<file path="config.mk">
export PLATFORM = sky130hd
export DESIGN_NAME = flash_cmd_sequencer
export DESIGN_NICKNAME = d
export VERILOG_FILES = /design/src/inc/flash_cmd_pkg.sv /design/src/hw/flash_cmd_sequencer.sv
export SDC_FILE = /design/constraint.sdc
export NUM_CORES = 1
export LEC_CHECK = 0
export BUFFER_PORTS_ARGS = -buffer_cell sky130_fd_sc_hd__clkbuf_2
export CAP_MARGIN = 30
export CORE_MARGIN = 2
export CORE_UTILIZATION = 40
export DETAILED_ROUTE_END_ITERATION = 16
export PLACE_DENSITY_LB_ADDON = 0.15
export SYNTH_ARGS = -nofsm -noshare
export SYNTH_HDL_FRONTEND = slang
export SYNTH_SLANG_ARGS = --single-unit
</file>
<file path="constraint.sdc">
create_clock -name clk_sys -period 7 [get_ports clk_sys]
set_input_delay 0.7 -clock clk_sys [delete_from_list [all_inputs] [get_ports clk_sys]]
set_output_delay 0.7 -clock clk_sys [all_outputs]
set_load 0.02 [all_outputs]
</file>
<file path="src/inc/flash_cmd_pkg.sv">
// constants, command codes, states and carrier types of the flash command sequencer
// Functional notes
// - d-flash verify needs index 010 at launch
// - d-flash verify rejects odd word address
// - d-flash verify start inside eeprom partition errors
// - d-flash verify section past block end errors
// - command disabled in current mode errors
// - invalid 23-bit global address errors
// - verify errors: any sets bit1, uncorrectable bit0
// - block verify: index 000, no load field, valid block
// - program d-flash code 0x11, params at 000..101
// - launch index sets one to four words
// - program d-flash: access checks, no protection checks
// - clearing complete flag launches, set when finished
// - programmed d-flash words read back and checked
// - p-flash erase verify code 0x03, count at 010
// - erase verify checks every section location erased
// - program p-flash code 0x06, four words at 010..101
// - p-flash phrase address low bits must be 000
// - programmed p-flash phrase read back then completes
package flash_cmd_pkg;
    localparam int WORD_W = 16;
    localparam int GADDR_W = 23;
    localparam int REG_ADDR_W = 4;

    localparam logic [3:0] OFS_STATUS = 4'h0;
    localparam logic [3:0] OFS_INDEX = 4'h1;
    localparam logic [3:0] OFS_PARAM = 4'h2;
    localparam logic [3:0] OFS_CONTROL = 4'h3;
    localparam logic [3:0] OFS_EEE_BOUNDARY = 4'h4;

    localparam int ST_COMMAND_COMPLETE_FLAG = 7;
    localparam int ST_ACCESS_ERROR_FLAG = 5;
    localparam int ST_VERR_ANY = 1;
    localparam int ST_VERR_UNC = 0;
    localparam int CTRL_LOAD_FIELD = 5;

    localparam int CEN_PROG_D = 0;
    localparam int CEN_VER_D = 1;
    localparam int CEN_VER_P = 2;
    localparam int CEN_PROG_P = 3;
    localparam int CEN_VER_BLK = 4;
    localparam logic [4:0] CEN_RESET = 5'h1f;

    localparam logic [7:0] CMD_PROG_D = 8'h11;
    localparam logic [7:0] CMD_VER_D = 8'h10;
    localparam logic [7:0] CMD_VER_P = 8'h03;
    localparam logic [7:0] CMD_PROG_P = 8'h06;
    localparam logic [7:0] CMD_VER_BLK = 8'h02;

    localparam logic [2:0] IDX_BLOCK = 3'h0;
    localparam logic [2:0] IDX_ADDR = 3'h1;
    localparam logic [2:0] IDX_DATA0 = 3'h2;
    localparam logic [2:0] IDX_LAST = 3'h5;
    localparam int NUM_PARAMS = 6;

    localparam logic [6:0] DFLASH_BLOCK_ID = 7'h10;
    localparam logic [6:0] PFLASH_BLOCK_LO = 7'h40;
    localparam logic [15:0] DFLASH_SIZE = 16'h8000;
    localparam logic [17:0] PFLASH_BLOCK_WORDS = 18'h0_8000;
    localparam logic [15:0] ERASED_WORD = 16'hffff;

    typedef enum logic [4:0] {
        ST_IDLE = 5'b00001,
        ST_CHECK = 5'b00010,
        ST_PROG = 5'b00100,
        ST_READ = 5'b01000,
        ST_CMP = 5'b10000
    } seq_state_type;

    typedef struct packed {
        logic wr;
        logic rd;
        logic [REG_ADDR_W-1:0] addr;
        logic [WORD_W-1:0] wdata;
    } reg_req_type;

    typedef struct packed {
        logic wr;
        logic rd;
        logic [GADDR_W-1:0] addr;
        logic [WORD_W-1:0] wdata;
    } mem_req_type;

    typedef struct packed {
        logic [WORD_W-1:0] rdata;
        logic err_any;
        logic err_uncorr;
    } mem_rsp_type;
endpackage : flash_cmd_pkg

</file>
<file path="src/hw/flash_cmd_sequencer.sv">
// flash command sequencer: parameter registers, launch checks, program and verify
`timescale 1ns/10ps
`default_nettype none
module flash_cmd_sequencer (
    input wire logic clk_sys,
    input wire logic rst_b,
    input wire flash_cmd_pkg::reg_req_type reg_req,
    output logic [15:0] reg_rdata,
    output var flash_cmd_pkg::mem_req_type mem_req,
    input wire flash_cmd_pkg::mem_rsp_type mem_rsp
);
    flash_cmd_pkg::seq_state_type state_reg;
    logic [15:0] param_reg [0:flash_cmd_pkg::NUM_PARAMS-1];
    logic [2:0] index_reg;
    logic [2:0] launch_index_reg;
    logic command_complete_flag_reg;
    logic access_error_flag_reg;
    logic verr_any_reg;
    logic verr_unc_reg;
    logic [4:0] cmd_enable_reg;
    logic load_field_reg;
    logic [15:0] eee_boundary_reg;
    logic [22:0] addr_reg;
    logic [22:0] base_reg;
    logic [17:0] remain_reg;
    logic [17:0] total_reg;
    logic [2:0] word_idx_reg;
    logic [15:0] wdata_reg;
    logic is_prog_reg;
    logic [15:0] rdata_reg;

    logic launch;
    logic clr_access_error_flag;
    logic finish;
    logic chk_err;
    logic chk_prog;
    logic [17:0] words;
    logic [22:0] start_addr;
    logic [7:0] cmd;
    logic [6:0] blk;
    logic [15:0] ofs;
    logic is_d;
    logic is_p;
    logic in_eee;
    logic breach;
    logic [17:0] end_ofs;
    logic [15:0] expect_word;
    logic mismatch;

    assign cmd = param_reg[flash_cmd_pkg::IDX_BLOCK][15:8];
    assign blk = param_reg[flash_cmd_pkg::IDX_BLOCK][6:0];
    assign ofs = param_reg[flash_cmd_pkg::IDX_ADDR];
    assign is_d = (blk == flash_cmd_pkg::DFLASH_BLOCK_ID) && (ofs < flash_cmd_pkg::DFLASH_SIZE);
    assign is_p = blk >= flash_cmd_pkg::PFLASH_BLOCK_LO;
    assign in_eee = ofs >= eee_boundary_reg;
    assign end_ofs = {2'b00, ofs} + {1'b0, param_reg[flash_cmd_pkg::IDX_DATA0], 1'b0};
    assign breach = end_ofs > {2'b00, eee_boundary_reg};

    assign launch = reg_req.wr && (reg_req.addr == flash_cmd_pkg::OFS_STATUS)
        && reg_req.wdata[flash_cmd_pkg::ST_COMMAND_COMPLETE_FLAG] && command_complete_flag_reg
        && (state_reg == flash_cmd_pkg::ST_IDLE);
    assign clr_access_error_flag = reg_req.wr && (reg_req.addr == flash_cmd_pkg::OFS_STATUS)
        && reg_req.wdata[flash_cmd_pkg::ST_ACCESS_ERROR_FLAG];

    // launch checks; only access checks are made, nothing here looks at protection
    always_comb begin
        chk_err = 1'b0;
        chk_prog = 1'b0;
        words = 18'h0_0000;
        start_addr = {blk, ofs};
        case (cmd)
            flash_cmd_pkg::CMD_PROG_D: begin
                chk_err = !cmd_enable_reg[flash_cmd_pkg::CEN_PROG_D]
                    || (launch_index_reg < flash_cmd_pkg::IDX_DATA0)
                    || (launch_index_reg > flash_cmd_pkg::IDX_LAST)
                    || !is_d || ofs[0] || in_eee;
                chk_prog = 1'b1;
                words = {15'h0000, launch_index_reg - 3'h1};
            end
            flash_cmd_pkg::CMD_VER_D: begin
                chk_err = !cmd_enable_reg[flash_cmd_pkg::CEN_VER_D]
                    || (launch_index_reg != flash_cmd_pkg::IDX_DATA0)
                    || !is_d
                    || ofs[0]
                    || in_eee
                    || breach
                    || (param_reg[flash_cmd_pkg::IDX_DATA0] == 16'h0000);
                words = {2'b00, param_reg[flash_cmd_pkg::IDX_DATA0]};
            end
            flash_cmd_pkg::CMD_VER_P: begin
                chk_err = !cmd_enable_reg[flash_cmd_pkg::CEN_VER_P]
                    || (launch_index_reg != flash_cmd_pkg::IDX_DATA0)
                    || !is_p || (ofs[2:0] != 3'h0)
                    || (param_reg[flash_cmd_pkg::IDX_DATA0] == 16'h0000);
                words = {param_reg[flash_cmd_pkg::IDX_DATA0], 2'b00};
            end
            flash_cmd_pkg::CMD_PROG_P: begin
                chk_err = !cmd_enable_reg[flash_cmd_pkg::CEN_PROG_P]
                    || (launch_index_reg != flash_cmd_pkg::IDX_LAST)
                    || !is_p
                    || (ofs[2:0] != 3'h0)
                    || load_field_reg;
                chk_prog = 1'b1;
                words = 18'h0_0004;
            end
            flash_cmd_pkg::CMD_VER_BLK: begin
                chk_err = !cmd_enable_reg[flash_cmd_pkg::CEN_VER_BLK]
                    || (launch_index_reg != flash_cmd_pkg::IDX_BLOCK)
                    || load_field_reg
                    || !((blk == flash_cmd_pkg::DFLASH_BLOCK_ID) || is_p);
                start_addr = {blk, 16'h0000};
                words = is_p ? flash_cmd_pkg::PFLASH_BLOCK_WORDS
                    : {3'b000, eee_boundary_reg[15:1]};
            end
            default: chk_err = 1'b1;
        endcase
    end

    assign expect_word = is_prog_reg
        ? param_reg[3'(word_idx_reg + flash_cmd_pkg::IDX_DATA0)] : flash_cmd_pkg::ERASED_WORD;
    assign mismatch = mem_rsp.rdata != expect_word;
    // an empty block verify ends straight from the check
    assign finish = ((state_reg == flash_cmd_pkg::ST_CHECK) && (chk_err || words == 18'h0_0000))
        || ((state_reg == flash_cmd_pkg::ST_CMP) && (remain_reg == 18'h0_0001));

    always_ff @(posedge clk_sys) begin
        if (!rst_b) begin
            state_reg <= flash_cmd_pkg::ST_IDLE;
        end else begin
            case (state_reg)
                flash_cmd_pkg::ST_IDLE: if (launch) state_reg <= flash_cmd_pkg::ST_CHECK;
                flash_cmd_pkg::ST_CHECK: begin
                    if (finish) begin
                        state_reg <= flash_cmd_pkg::ST_IDLE;
                    end else if (chk_prog) begin
                        state_reg <= flash_cmd_pkg::ST_PROG;
                    end else begin
                        state_reg <= flash_cmd_pkg::ST_READ;
                    end
                end
                flash_cmd_pkg::ST_PROG: begin
                    if (remain_reg == 18'h0_0001) state_reg <= flash_cmd_pkg::ST_READ;
                end
                flash_cmd_pkg::ST_READ: state_reg <= flash_cmd_pkg::ST_CMP;
                flash_cmd_pkg::ST_CMP: begin
                    state_reg <= finish ? flash_cmd_pkg::ST_IDLE : flash_cmd_pkg::ST_READ;
                end
                default: state_reg <= flash_cmd_pkg::ST_IDLE;
            endcase
        end
    end

    // status flags; a hardware set wins over a software clear in the same cycle
    always_ff @(posedge clk_sys) begin
        if (!rst_b) begin
            command_complete_flag_reg <= 1'b1;
            access_error_flag_reg <= 1'b0;
            verr_any_reg <= 1'b0;
            verr_unc_reg <= 1'b0;
        end else begin
            command_complete_flag_reg <= finish || (command_complete_flag_reg && !launch);
            access_error_flag_reg <= ((state_reg == flash_cmd_pkg::ST_CHECK) && chk_err)
                || (access_error_flag_reg && !clr_access_error_flag);
            if (launch) begin
                verr_any_reg <= 1'b0;
                verr_unc_reg <= 1'b0;
            end else if (state_reg == flash_cmd_pkg::ST_CMP) begin
                // a wrong word cannot be corrected, so it counts as uncorrectable
                verr_any_reg <= verr_any_reg || mismatch || mem_rsp.err_any
                    || mem_rsp.err_uncorr;
                verr_unc_reg <= verr_unc_reg || mismatch || mem_rsp.err_uncorr;
            end
        end
    end

    // software registers; parameters are frozen while a command runs
    always_ff @(posedge clk_sys) begin
        if (!rst_b) begin
            for (int i = 0; i < flash_cmd_pkg::NUM_PARAMS; i++) begin
                param_reg[i] <= 16'h0000;
            end
            index_reg <= 3'h0;
            cmd_enable_reg <= flash_cmd_pkg::CEN_RESET;
            load_field_reg <= 1'b0;
            eee_boundary_reg <= flash_cmd_pkg::DFLASH_SIZE;
        end else if (reg_req.wr && command_complete_flag_reg) begin
            case (reg_req.addr)
                flash_cmd_pkg::OFS_INDEX: index_reg <= reg_req.wdata[2:0];
                flash_cmd_pkg::OFS_PARAM: begin
                    if (index_reg <= flash_cmd_pkg::IDX_LAST) param_reg[index_reg] <= reg_req.wdata;
                end
                flash_cmd_pkg::OFS_CONTROL: begin
                    cmd_enable_reg <= reg_req.wdata[4:0];
                    load_field_reg <= reg_req.wdata[flash_cmd_pkg::CTRL_LOAD_FIELD];
                end
                flash_cmd_pkg::OFS_EEE_BOUNDARY: begin
                    eee_boundary_reg <= (reg_req.wdata > flash_cmd_pkg::DFLASH_SIZE)
                        ? flash_cmd_pkg::DFLASH_SIZE : reg_req.wdata;
                end
                default: ;
            endcase
        end
    end

    // address walk over the program pass and then the read-back pass
    always_ff @(posedge clk_sys) begin
        if (!rst_b) begin
            launch_index_reg <= 3'h0;
            addr_reg <= 23'h00_0000;
            base_reg <= 23'h00_0000;
            remain_reg <= 18'h0_0000;
            total_reg <= 18'h0_0000;
            word_idx_reg <= 3'h0;
            wdata_reg <= 16'h0000;
            is_prog_reg <= 1'b0;
        end else if (launch) begin
            launch_index_reg <= index_reg;
        end else if (state_reg == flash_cmd_pkg::ST_CHECK) begin
            addr_reg <= start_addr;
            base_reg <= start_addr;
            remain_reg <= words;
            total_reg <= words;
            word_idx_reg <= 3'h0;
            wdata_reg <= param_reg[flash_cmd_pkg::IDX_DATA0];
            is_prog_reg <= chk_prog;
        end else if (state_reg == flash_cmd_pkg::ST_PROG) begin
            if (remain_reg == 18'h0_0001) begin
                addr_reg <= base_reg;
                remain_reg <= total_reg;
                word_idx_reg <= 3'h0;
            end else begin
                addr_reg <= addr_reg + 23'h00_0002;
                remain_reg <= remain_reg - 18'h0_0001;
                word_idx_reg <= word_idx_reg + 3'h1;
                wdata_reg <= param_reg[3'(word_idx_reg + 3'h3)];
            end
        end else if (state_reg == flash_cmd_pkg::ST_CMP) begin
            addr_reg <= addr_reg + 23'h00_0002;
            remain_reg <= remain_reg - 18'h0_0001;
            word_idx_reg <= word_idx_reg + 3'h1;
        end
    end

    always_ff @(posedge clk_sys) begin
        if (!rst_b) begin
            rdata_reg <= 16'h0000;
        end else if (reg_req.rd) begin
            case (reg_req.addr)
                flash_cmd_pkg::OFS_STATUS: rdata_reg <= {8'h00, command_complete_flag_reg, 1'b0, access_error_flag_reg,
                    3'b000, verr_any_reg, verr_unc_reg};
                flash_cmd_pkg::OFS_INDEX: rdata_reg <= {13'h0000, index_reg};
                flash_cmd_pkg::OFS_PARAM: rdata_reg <= (index_reg <= flash_cmd_pkg::IDX_LAST)
                    ? param_reg[index_reg] : 16'h0000;
                flash_cmd_pkg::OFS_CONTROL: rdata_reg <= {10'h000, load_field_reg, cmd_enable_reg};
                flash_cmd_pkg::OFS_EEE_BOUNDARY: rdata_reg <= eee_boundary_reg;
                default: rdata_reg <= 16'h0000;
            endcase
        end else begin
            rdata_reg <= 16'h0000;
        end
    end

    assign reg_rdata = rdata_reg;
    assign mem_req.wr = state_reg == flash_cmd_pkg::ST_PROG;
    assign mem_req.rd = state_reg == flash_cmd_pkg::ST_READ;
    assign mem_req.addr = addr_reg;
    assign mem_req.wdata = wdata_reg;

    // helper: flash writes since launch
    logic [2:0] writes_seen;
    always_ff @(posedge clk_sys) begin
        if (!rst_b || launch) begin
            writes_seen <= 3'h0;
        end else if (mem_req.wr) begin
            writes_seen <= writes_seen + 3'h1;
        end
    end
endmodule : flash_cmd_sequencer
`default_nettype wire

</file>
==> results of run 1 <==
layout make-up:
cell class | count | area share, %
diodes | 1 | 0.0129
clock buffers | 49 | 5.45
clock inverters | 17 | 0.989
inverters | 55 | 1.07
multi-input cells | 1278 | 48.2
flip-flops and latches | 286 | 36.2
well taps | 539 | 3.48
repair buffers | 139 | 4.56
routing by layer:
metal	routed length [um]	global-route usage, %	part of all wire, %	vias to the layer above
met2	26900	42.0	43	767
met4	2770	12.4	4.5	4
li1	-	-	-	6510
met5	24	0	0.039	-
met1	25700	38.6	41	7099
met3	6620	7.99	11	133
cells in the final DEF, fill, tap and decap left out, types with 18 or more instances in the layout:
master,instances
nand2_1,190
nor2_1,181
dfxtp_1,156
edfxtp_1,128
a21oi_1,99
clkbuf_2,99
mux4_2,92
inv_1,55
ha_1,55
o21ai_0,51
nor2b_1,47
a22oi_1,43
clkbuf_16,39
nand3_1,35
mux2i_1,34
buf_4,34
conb_1,32
and3_1,31
o211ai_1,29
nor3_1,28
xnor2_1,24
xor2_1,23
a21boi_0,22
o21ai_1,21
nand4_1,20
a21boi_1,18
o22ai_1,18
stage by stage:
stage | instance area (um2) | cells | power (mW) | utilization (%) | setup slack (ns)
2_1_floorplan | 17000 | 1741 | 1.97 | - | 3.41
3_3_place_gp | 18000 | 2288 | 2.07 | 42.9 | 2.76
3_5_place_dp | 18100 | 2295 | 2.08 | 43.2 | 2.70
4_1_cts | 19300 | 2361 | 4.01 | 46.2 | 2.63
5_1_grt | 19400 | 2363 | 4.10 | 46.3 | 2.24
6_report | 19400 | 2364 | 4.00 | 46.3 | 2.50
power breakdown:
part / total (mW) / internal (mW) / leakage (nW) / switching (mW)
logic: 0.237 / 0.0979 / 3.98 / 0.139
clock network: 1.95 / 1.15 / 0.610 / 0.801
registers: 1.82 / 1.77 / 2.62 / 0.0478
kinds of logic after synthesis:
kind of cell    count (synthesis)  synth area share, %
fa+ha+maj                      56                 4.19
flops                         286                 41.5
buf+inv                       177                 4.25
mux                           143                 15.4
compound gates                388                 15.0
other cells                     1               0.0222
simple gates                  611                 17.2
xor+xnor                       48                 2.49
path summary, 6_finish.rpt:
path	endpoint	depth (start not counted)	slack [ns]	startpoint
max	state_reg[2]	18	2.50	param_reg[2][0]
min reg2reg	base_reg[20]	2	0.46	base_reg[20]
min	verr_any_reg	3	0.39	mem_rsp[1]
max reg2reg	state_reg[2]	18	2.50	param_reg[2][0]
critical path: cells and delay by family (launching register included):
kind	cells	cell delay, ns
AO/OA/AOI/OAI	10	2.30
buffers and inverters	1	0.07
flip-flops	1	0.58
adder cells (fa/ha/maj)	3	0.95
XOR/XNOR	1	0.19
AND/OR/NAND/NOR	3	0.31
Yosys cell counts (all sizes together), types with 7 or more instances:
cell	count	share of area, %
nor2	183	4.1
or3	7	0.26
and3	32	1.2
o211ai	29	1.3
and2	11	0.41
a21boi	40	1.8
inv	55	1.2
buf	31	1.0
dfxtp	158	19
nand3	36	1.1
nor3	31	1.0
a21oi	99	2.9
ha	55	4.1
clkbuf	91	2.0
xor2	24	1.2
nand2b	8	0.30
o21ai	72	2.1
xnor2	24	1.2
mux2i	34	2.0
edfxtp	128	23
a31oi	14	0.52
nor2b	47	1.7
a221oi	7	0.36
mux2	17	1.1
o21a	8	0.36
nand2	190	4.2
a211oi	15	0.67
mux4	92	12
a22oi	43	1.9
a222oi	8	0.47
nor4	17	0.76
nand4	20	0.74
o22ai	18	0.67
==> flow_metrics.py, run 1 <==
metrics = {
    "status": {
        "outcome": "finished clean",
    },
    "synthesis": {
        "synth_cell_type_count": 74,
        "syn_area_um2": 16900,
        "ys.flop_type": "dfxtp_1",
        "syn_avg_cell_area_um2": 9.88,
        "ys_warn_count": 0,
        "synth-seq-cells": 286,
        "async_reset_ff_share_pct": 0,
        "synth_edf_count": 128,
        "synthCells": 1710,
        "yosysSeqAreaShare_pct": 41.5,
    },
    "critical_path": {
        "arrival_ns": 4.98,
        "worst-setup-path-type": "reg -> reg",
        "crit_path_max_incr_delay_ns": 0.58,
        "crit_path_frequent_cell": "ha_1",
        "cp_max_fo": 9,
        "cp_cell_sequence": "ha_1 -> inv_1 -> fa_1 -> nor2b_1 -> o21a_1 -> o21ai_1 -> a21oi_1 -> a31oi_1 -> o21ai_0 -> xor2_1 -> ha_1 -> nand4_1 -> nor2_1 -> a211oi_1 -> a22oi_1 -> o41ai_2 -> o2111ai_1 -> o31ai_1",
        "startpoint_type": "register",
        "required_ns": 7.47,
        "cp-end-kind": "register",
        "cp_slowest_cell": "edfxtp_1",
    },
    "sta": {
        "whs_ns": 0.393,
        "finalCriticalPeriod_ns": 4.50,
        "fin_skew_ns": 0.0301,
        "fmax_ghz": 0.222,
        "fin_crit_sh_pct": 64.3,
        "rsz0062_at_grt": "no",
        "slew_violations": 0,
        "max_slew.worst_pin.slew_ns": 1.01,
        "finalHoldViolCount": 0,
        "fin_tns_setup_ns": 0,
        "setup_violations": 0,
        "slew_headroom_pct": 32.6,
    },
    "cells_and_area": {
        "fillers": 3969,
        "syn2layout_area_growth_pct": 14.6,
        "multi_input_area_um2": 9340,
        "drive_above_1_share_pct": 17.9,
        "seqCellArea_um2": 7010,
        "largest_register_ffs": 128,
        "layout.nets": 1894,
    },
    "floorplanning": {
        "dieArea_um2": 43900,
        "start_util_pct": 40.4,
        "design.core.area_um2": 41900,
        "die_w_um": 210,
        "rows": 75,
        "die-height_um": 210,
        "io_pins": 99,
    },
    "clock_network": {
        "clk_latency_ns": 0.57,
        "cts_buffers": 36,
        "cts_max_path_buffers": 3,
        "cts.repair.resized": 0,
        "cts_tree": "done",
        "cts-htree-levels": 2,
        "clkTransAtPathRegs_ns": 0.06,
        "cts_hold_buf": 0,
        "cts_setup_buffers": 0,
        "cts_sinks": 286,
        "root_buffer": "clkbuf_16",
    },
    "drt": {
        "vias": 14513,
        "routed_via_density": 6.14,
        "dr.pass1.iters": 6,
        "drt_wl_total_um": 62000,
        "ant_nets": 0,
        "wire_per_inst_um": 26.2,
        "drc": 0,
        "first_iter_violations": 1513,
    },
    "global_route": {
        "grt_max_degree": 91,
        "grt_pass1_wl_um": 91300,
        "grt_usage_pct": 28.3,
        "overflow": 0,
        "antenna_found_initial": 2,
        "grt_pass1_vias": 13704,
    },
    "power_and_ir_drop": {
        "power_per_cell_area_nw_per_um2": 207,
        "peakVddDrop_v": 0.000157,
        "p_leak_nw": 7.21,
    },
    "placed_design": {
        "post-dp-hpwl_um": 44600,
        "portBuffers": 98,
        "place_congestion": 0.987,
    },
    "min_path": {
        "hp-class": "in -> reg",
    },
    "job": {
        "cap_violations": 0,
    },
}
Note: power is estimated with default switching activity, not from simulation.
==> run 2, diff against run 1 <==
- clock period: 7 -> 3.7 ns (I/O delays scaled with it)
==> run 2 against run 1 <==
Compared with the run above: worst hold slack got worse by 0.30 ns; sequential share of layout area decreased by 1.3 points; highest routed layer is now met4; global-route usage increased by 0.074 points; register-to-register slack got worse by 2.6 ns; sequential power increased by 87%; the flow now finishes with violations (negative setup slack); via count increased by 2.1%; power increased by 91%.
==> flow_metrics.py, run 2 (synthesized netlist as in run 1, its figures left out) <==
metrics = {
    "clock_network": {
        "clkTransAtPathRegs_ns": 0.05,
        "cts_buffers": 36,
        "cts_sinks": 286,
        "root_buffer": "clkbuf_16",
        "cts_tree": "done",
        "cts_hold_buf": 0,
        "cts_max_path_buffers": 3,
        "cts-htree-levels": 2,
        "clk_latency_ns": 0.56,
    },
    "sta": {
        "rsz0062_at_grt": "yes",
        "slew_headroom_pct": 29.2,
        "slew_violations": 0,
        "finalHoldViolCount": 0,
        "fin_crit_sh_pct": 103,
        "finalCriticalPeriod_ns": 3.79,
        "fmax_ghz": 0.264,
        "setup_ws_ns": -0.0930,
        "max_slew.worst_pin.slew_ns": 1.06,
        "fin_skew_ns": 0.0156,
        "setup_violations": 5,
        "whs_ns": 0.0928,
    },
    "global_route": {
        "overflow": 0,
        "grt_usage_pct": 28.4,
        "grt_pass1_vias": 14037,
        "antenna_found_initial": 0,
        "grt_max_degree": 112,
        "grt_pass1_wl_um": 92600,
    },
    "floorplanning": {
        "rows": 75,
        "design.core.area_um2": 41900,
        "die-height_um": 210,
        "io_pins": 99,
        "die_w_um": 210,
        "start_util_pct": 40.4,
        "dieArea_um2": 43900,
    },
    "cells_and_area": {
        "layout.nets": 1977,
        "stdcell_area_um2": 20100,
        "layout_common_cells": "nand2_1, nor2_1, dfxtp_1",
        "layout_commonest_cell": "nand2_1",
        "largest_register_ffs": 128,
        "syn2layout_area_growth_pct": 18.9,
        "antenna_cells": 0,
        "drive_above_1_share_pct": 22.4,
        "fillers": 3965,
    },
    "status": {
        "outcome": "finished with violations",
        "violations": "negative setup slack",
    },
    "power_and_ir_drop": {
        "peakVddDrop_v": 0.000349,
        "power_frac_seq_pct": 44.4,
        "pwr-share-comb_pct": 7.1,
        "p_leak_nw": 7.64,
        "swShare_pct": 23.7,
        "intPower_mw": 5.83,
        "clkPwrFrac_pct": 48.4,
        "power_per_cell_area_nw_per_um2": 380,
        "power.switching_mw": 1.81,
    },
    "drt": {
        "dr.pass1.iters": 7,
        "wire_per_inst_um": 25.4,
        "ant_nets": 0,
        "first_iter_violations": 1777,
        "vias": 14811,
        "drc": 0,
        "drt_wl_total_um": 62100,
        "routed_via_density": 6.06,
    },
    "job": {
        "cap_violations": 0,
    },
    "critical_path": {
        "startpoint_type": "register",
        "required_ns": 4.17,
        "cp_max_fo": 2,
        "arrival_ns": 4.26,
        "worst-setup-path-type": "reg -> reg",
        "cp-end-kind": "register",
    },
    "placed_design": {
        "place_congestion": 0.972,
        "post-place-ws_ns": -0.366,
        "portBuffers": 98,
        "post-dp-hpwl_um": 45700,
        "placed_area_um2": 18700,
    },
    "min_path": {
        "hp-class": "in -> reg",
    },
}
==> run 2: power by group through the flow <==
stage	clock network, mW	logic, mW	registers (mW)
after global placement	0	0.504	3.46
final	3.70	0.546	3.40
after global routing	3.86	0.581	3.40
after detailed placement	0	0.508	3.46
after floorplan	0	0.288	3.45
after CTS	3.76	0.518	3.40
==> run 2: critical path: stages, from the launching register on <==
cell	delay (ns)
edfxtp_1	0.40
ha_2	0.20
inv_2	0.06
fa_2	0.21
nor2b_2	0.05
o21a_1	0.21
o21ai_2	0.23
nand2b_1	0.12
a21oi_2	0.15
xnor2_1	0.14
ha_1	0.28
a211oi_2	0.21
nor2_1	0.08
o41ai_2	0.36
a22oi_2	0.13
o41ai_4	0.43
o2111ai_2	0.21
o31ai_2	0.24
==> run 2: worst paths after layout <==
kind                   startpoint            to  slack, ns  depth (start not counted)
hold reg to reg      base_reg[20]  base_reg[20]       0.46                          2
setup reg to reg  param_reg[1][1]  state_reg[2]      -0.09                         17
hold / removal         mem_rsp[1]  verr_any_reg       0.09                          3
setup / recovery  param_reg[1][1]  state_reg[2]      -0.09                         17
==> run 2: layer usage <==
layer | vias to the layer above | routed length, um | GRT usage, %
met5 | - | 0 | 0
met4 | 0 | 2350 | 10.8
met3 | 124 | 4910 | 3.74
met2 | 650 | 28000 | 44.1
met1 | 7369 | 26800 | 40.5
li1 | 6668 | - | -
==> run 2: area by class of cell <==
| class | instances | area [um2] | share of cell area, % |
|---|---|---|---|
| Timing Repair Buffer | 222 | 1490 | 7.42 |
| Inverter | 55 | 206 | 1.03 |
| Multi-Input combinational cell | 1278 | 9470 | 47.1 |
| Clock buffer | 49 | 1040 | 5.19 |
| Clock inverter | 17 | 203 | 1.01 |
| Tap cell | 539 | 674 | 3.36 |
| Sequential cell | 286 | 7010 | 34.9 |
==> run 2: what timing repair did <==
| action | in CTS | in global routing |
|---|---|---|
| setup buffers | 1 | 5 |
| gates resized for setup | 11 | 21 |
| pin swaps | 8 | 20 |
| setup endpoints to repair | 5 | 5 |
==> run 2: metrics by stage <==
step / setup TNS [ns] / cells / total power [mW] / util, %
after floorplan: 0 / 1741 / 3.73 / -
after global placement: -1.17 / 2374 / 3.96 / 44.6
after detailed placement: -1.65 / 2374 / 3.97 / 44.6
after CTS: 0 / 2441 / 7.68 / 47.7
after global routing: -1.37 / 2446 / 7.85 / 48.0
final: -0.371 / 2446 / 7.65 / 48.0
==> run 3, diff against run 2 <==
- SKIP_CTS_REPAIR_TIMING: not set -> 1
==> run 3 against run 2 <==
Compared with the run above: the run still ends with negative setup slack left; critical path depth rose by 2; via count rose by 0.42%; worst hold slack got worse by 0.0033 ns.
==> flow_metrics.py, run 3 (synthesized netlist as in run 1, its figures left out) <==
metrics = {
    "global_route": {
        "grt_pass1_vias": 13976,
        "grt_max_degree": 112,
        "antenna_found_initial": 0,
        "grt_pass1_wl_um": 92400,
        "grt_usage_pct": 28.3,
        "overflow": 0,
    },
    "drt": {
        "wire_per_inst_um": 25.3,
        "dr.pass1.iters": 8,
        "drc": 0,
        "ant_nets": 0,
        "vias": 14873,
        "first_iter_violations": 1703,
        "drt_wl_total_um": 61900,
        "routed_via_density": 6.08,
    },
    "cells_and_area": {
        "syn2layout_area_growth_pct": 18.5,
        "fillers": 3973,
        "drive_above_1_share_pct": 22.0,
        "fin_cells": 2445,
        "stdcell_area_um2": 20000,
        "layout_common_cells": "nand2_1, nor2_1, dfxtp_1",
        "layout.nets": 1976,
        "layout_commonest_cell": "nand2_1",
        "largest_register_ffs": 128,
        "antenna_cells": 0,
    },
    "critical_path": {
        "arrival_ns": 4.14,
        "worst-setup-path-type": "reg -> reg",
        "startpoint_type": "register",
        "endpoint": "state_reg[0]",
        "crit_start": "param_reg[1][1]",
        "reg2reg_depth": 19,
        "required_ns": 4.14,
        "cp-end-kind": "register",
        "r2r-start": "param_reg[1][1]",
        "ff2ff_setup_slack_ns": -0.0002,
        "r2r-end": "state_reg[0]",
        "cp_max_fo": 4,
    },
    "sta": {
        "fin_skew_ns": 0.0176,
        "slew_headroom_pct": 29.9,
        "finalHoldViolCount": 0,
        "setup_ws_ns": -0.000228,
        "fin_crit_sh_pct": 100,
        "fmax_ghz": 0.270,
        "max_slew.worst_pin.slew_ns": 1.05,
        "setup_violations": 1,
        "slew_violations": 0,
        "finalCriticalPeriod_ns": 3.70,
        "rsz0062_at_grt": "yes",
    },
    "floorplanning": {
        "io_pins": 99,
        "start_util_pct": 40.4,
        "dieArea_um2": 43900,
        "design.core.area_um2": 41900,
        "rows": 75,
        "die-height_um": 210,
        "die_w_um": 210,
    },
    "clock_network": {
        "cts_tree": "done",
        "cts_max_path_buffers": 3,
        "cts_sinks": 286,
        "cts_buffers": 36,
        "clk_latency_ns": 0.56,
        "root_buffer": "clkbuf_16",
        "cts-htree-levels": 2,
        "clkTransAtPathRegs_ns": 0.06,
    },
    "placed_design": {
        "portBuffers": 98,
        "post-dp-hpwl_um": 45700,
        "placed_cells": 2374,
        "placed_area_um2": 18700,
        "place_congestion": 0.972,
        "post-place-ws_ns": -0.366,
    },
    "status": {
        "outcome": "finished with violations",
        "violations": "negative setup slack",
    },
    "power_and_ir_drop": {
        "p_leak_nw": 7.62,
        "peakVddDrop_v": 0.000350,
        "power_per_cell_area_nw_per_um2": 381,
    },
    "job": {
        "cap_violations": 0,
    },
    "min_path": {
        "hp-class": "in -> reg",
    },
}
## run 3: area by class of cell
class,instances,area [um2],area share [%]
clock buffers,49,1040,5.20
clock inverters,17,203,1.01
inverters,55,206,1.03
multi-input cells,1278,9410,47.0
flip-flops and latches,286,7010,35.0
well taps,539,674,3.37
repair buffers,221,1480,7.38
## run 3: critical path: stages (launching register included)
cell and delay [ns]:
edfxtp_1 0.36, ha_2 0.20, inv_2 0.04, fa_2 0.35, nor2b_2 0.13, o21a_1 0.16
o21ai_2 0.08, a21oi_2 0.23, a31oi_2 0.14, buf_4 0.17, xnor2_2 0.12, ha_1 0.31
nand3_1 0.09, nand2_1 0.06, a211oi_2 0.26, a22oi_2 0.12, o41ai_4 0.28, buf_4 0.17
o2111a_1 0.25, o21ai_1 0.08
## run 3: how the worst min path moves through the flow
stage / start / end / slack (ns) / cells after the start
after floorplan: access_error_flag_reg / access_error_flag_reg / 0.44 / 2
after global placement: base_reg[16] / base_reg[16] / 0.45 / 2
after detailed placement: base_reg[20] / base_reg[20] / 0.45 / 2
after CTS: mem_rsp[1] / verr_any_reg / 0.07 / 3
after global routing: mem_rsp[1] / verr_any_reg / 0.1 / 3
final: mem_rsp[1] / verr_any_reg / 0.09 / 3
## run 3: power breakdown
part           total, mW  switching, mW  internal, mW
clock network       3.70           1.44          2.26
registers           3.40         0.0533          3.34
logic              0.535          0.314         0.221
## run 3: metrics by stage
step / utilization, % / TNS, ns / total power [mW] / hold WS, ns
global route: 47.9 / -1.02 / 7.84 / 0.0987
finish: 47.9 / -0.000228 / 7.63 / 0.0895
CTS: 47.5 / -2.01 / 7.67 / 0.0694
floorplan: - / 0 / 3.73 / 0.437
detailed placement: 44.6 / -1.65 / 3.97 / 0.454
global placement: 44.6 / -1.17 / 3.96 / 0.451
## run 3: layer usage
| metal | global-route usage (%) | vias to the layer above | share of wire [%] |
|---|---|---|---|
| li1 | - | 6669 | - |
| met1 | 40.4 | 7381 | 43 |
| met2 | 43.8 | 693 | 45 |
| met3 | 3.83 | 130 | 7.8 |
| met4 | 11.2 | 0 | 3.9 |
| met5 | 0 | - | 0 |
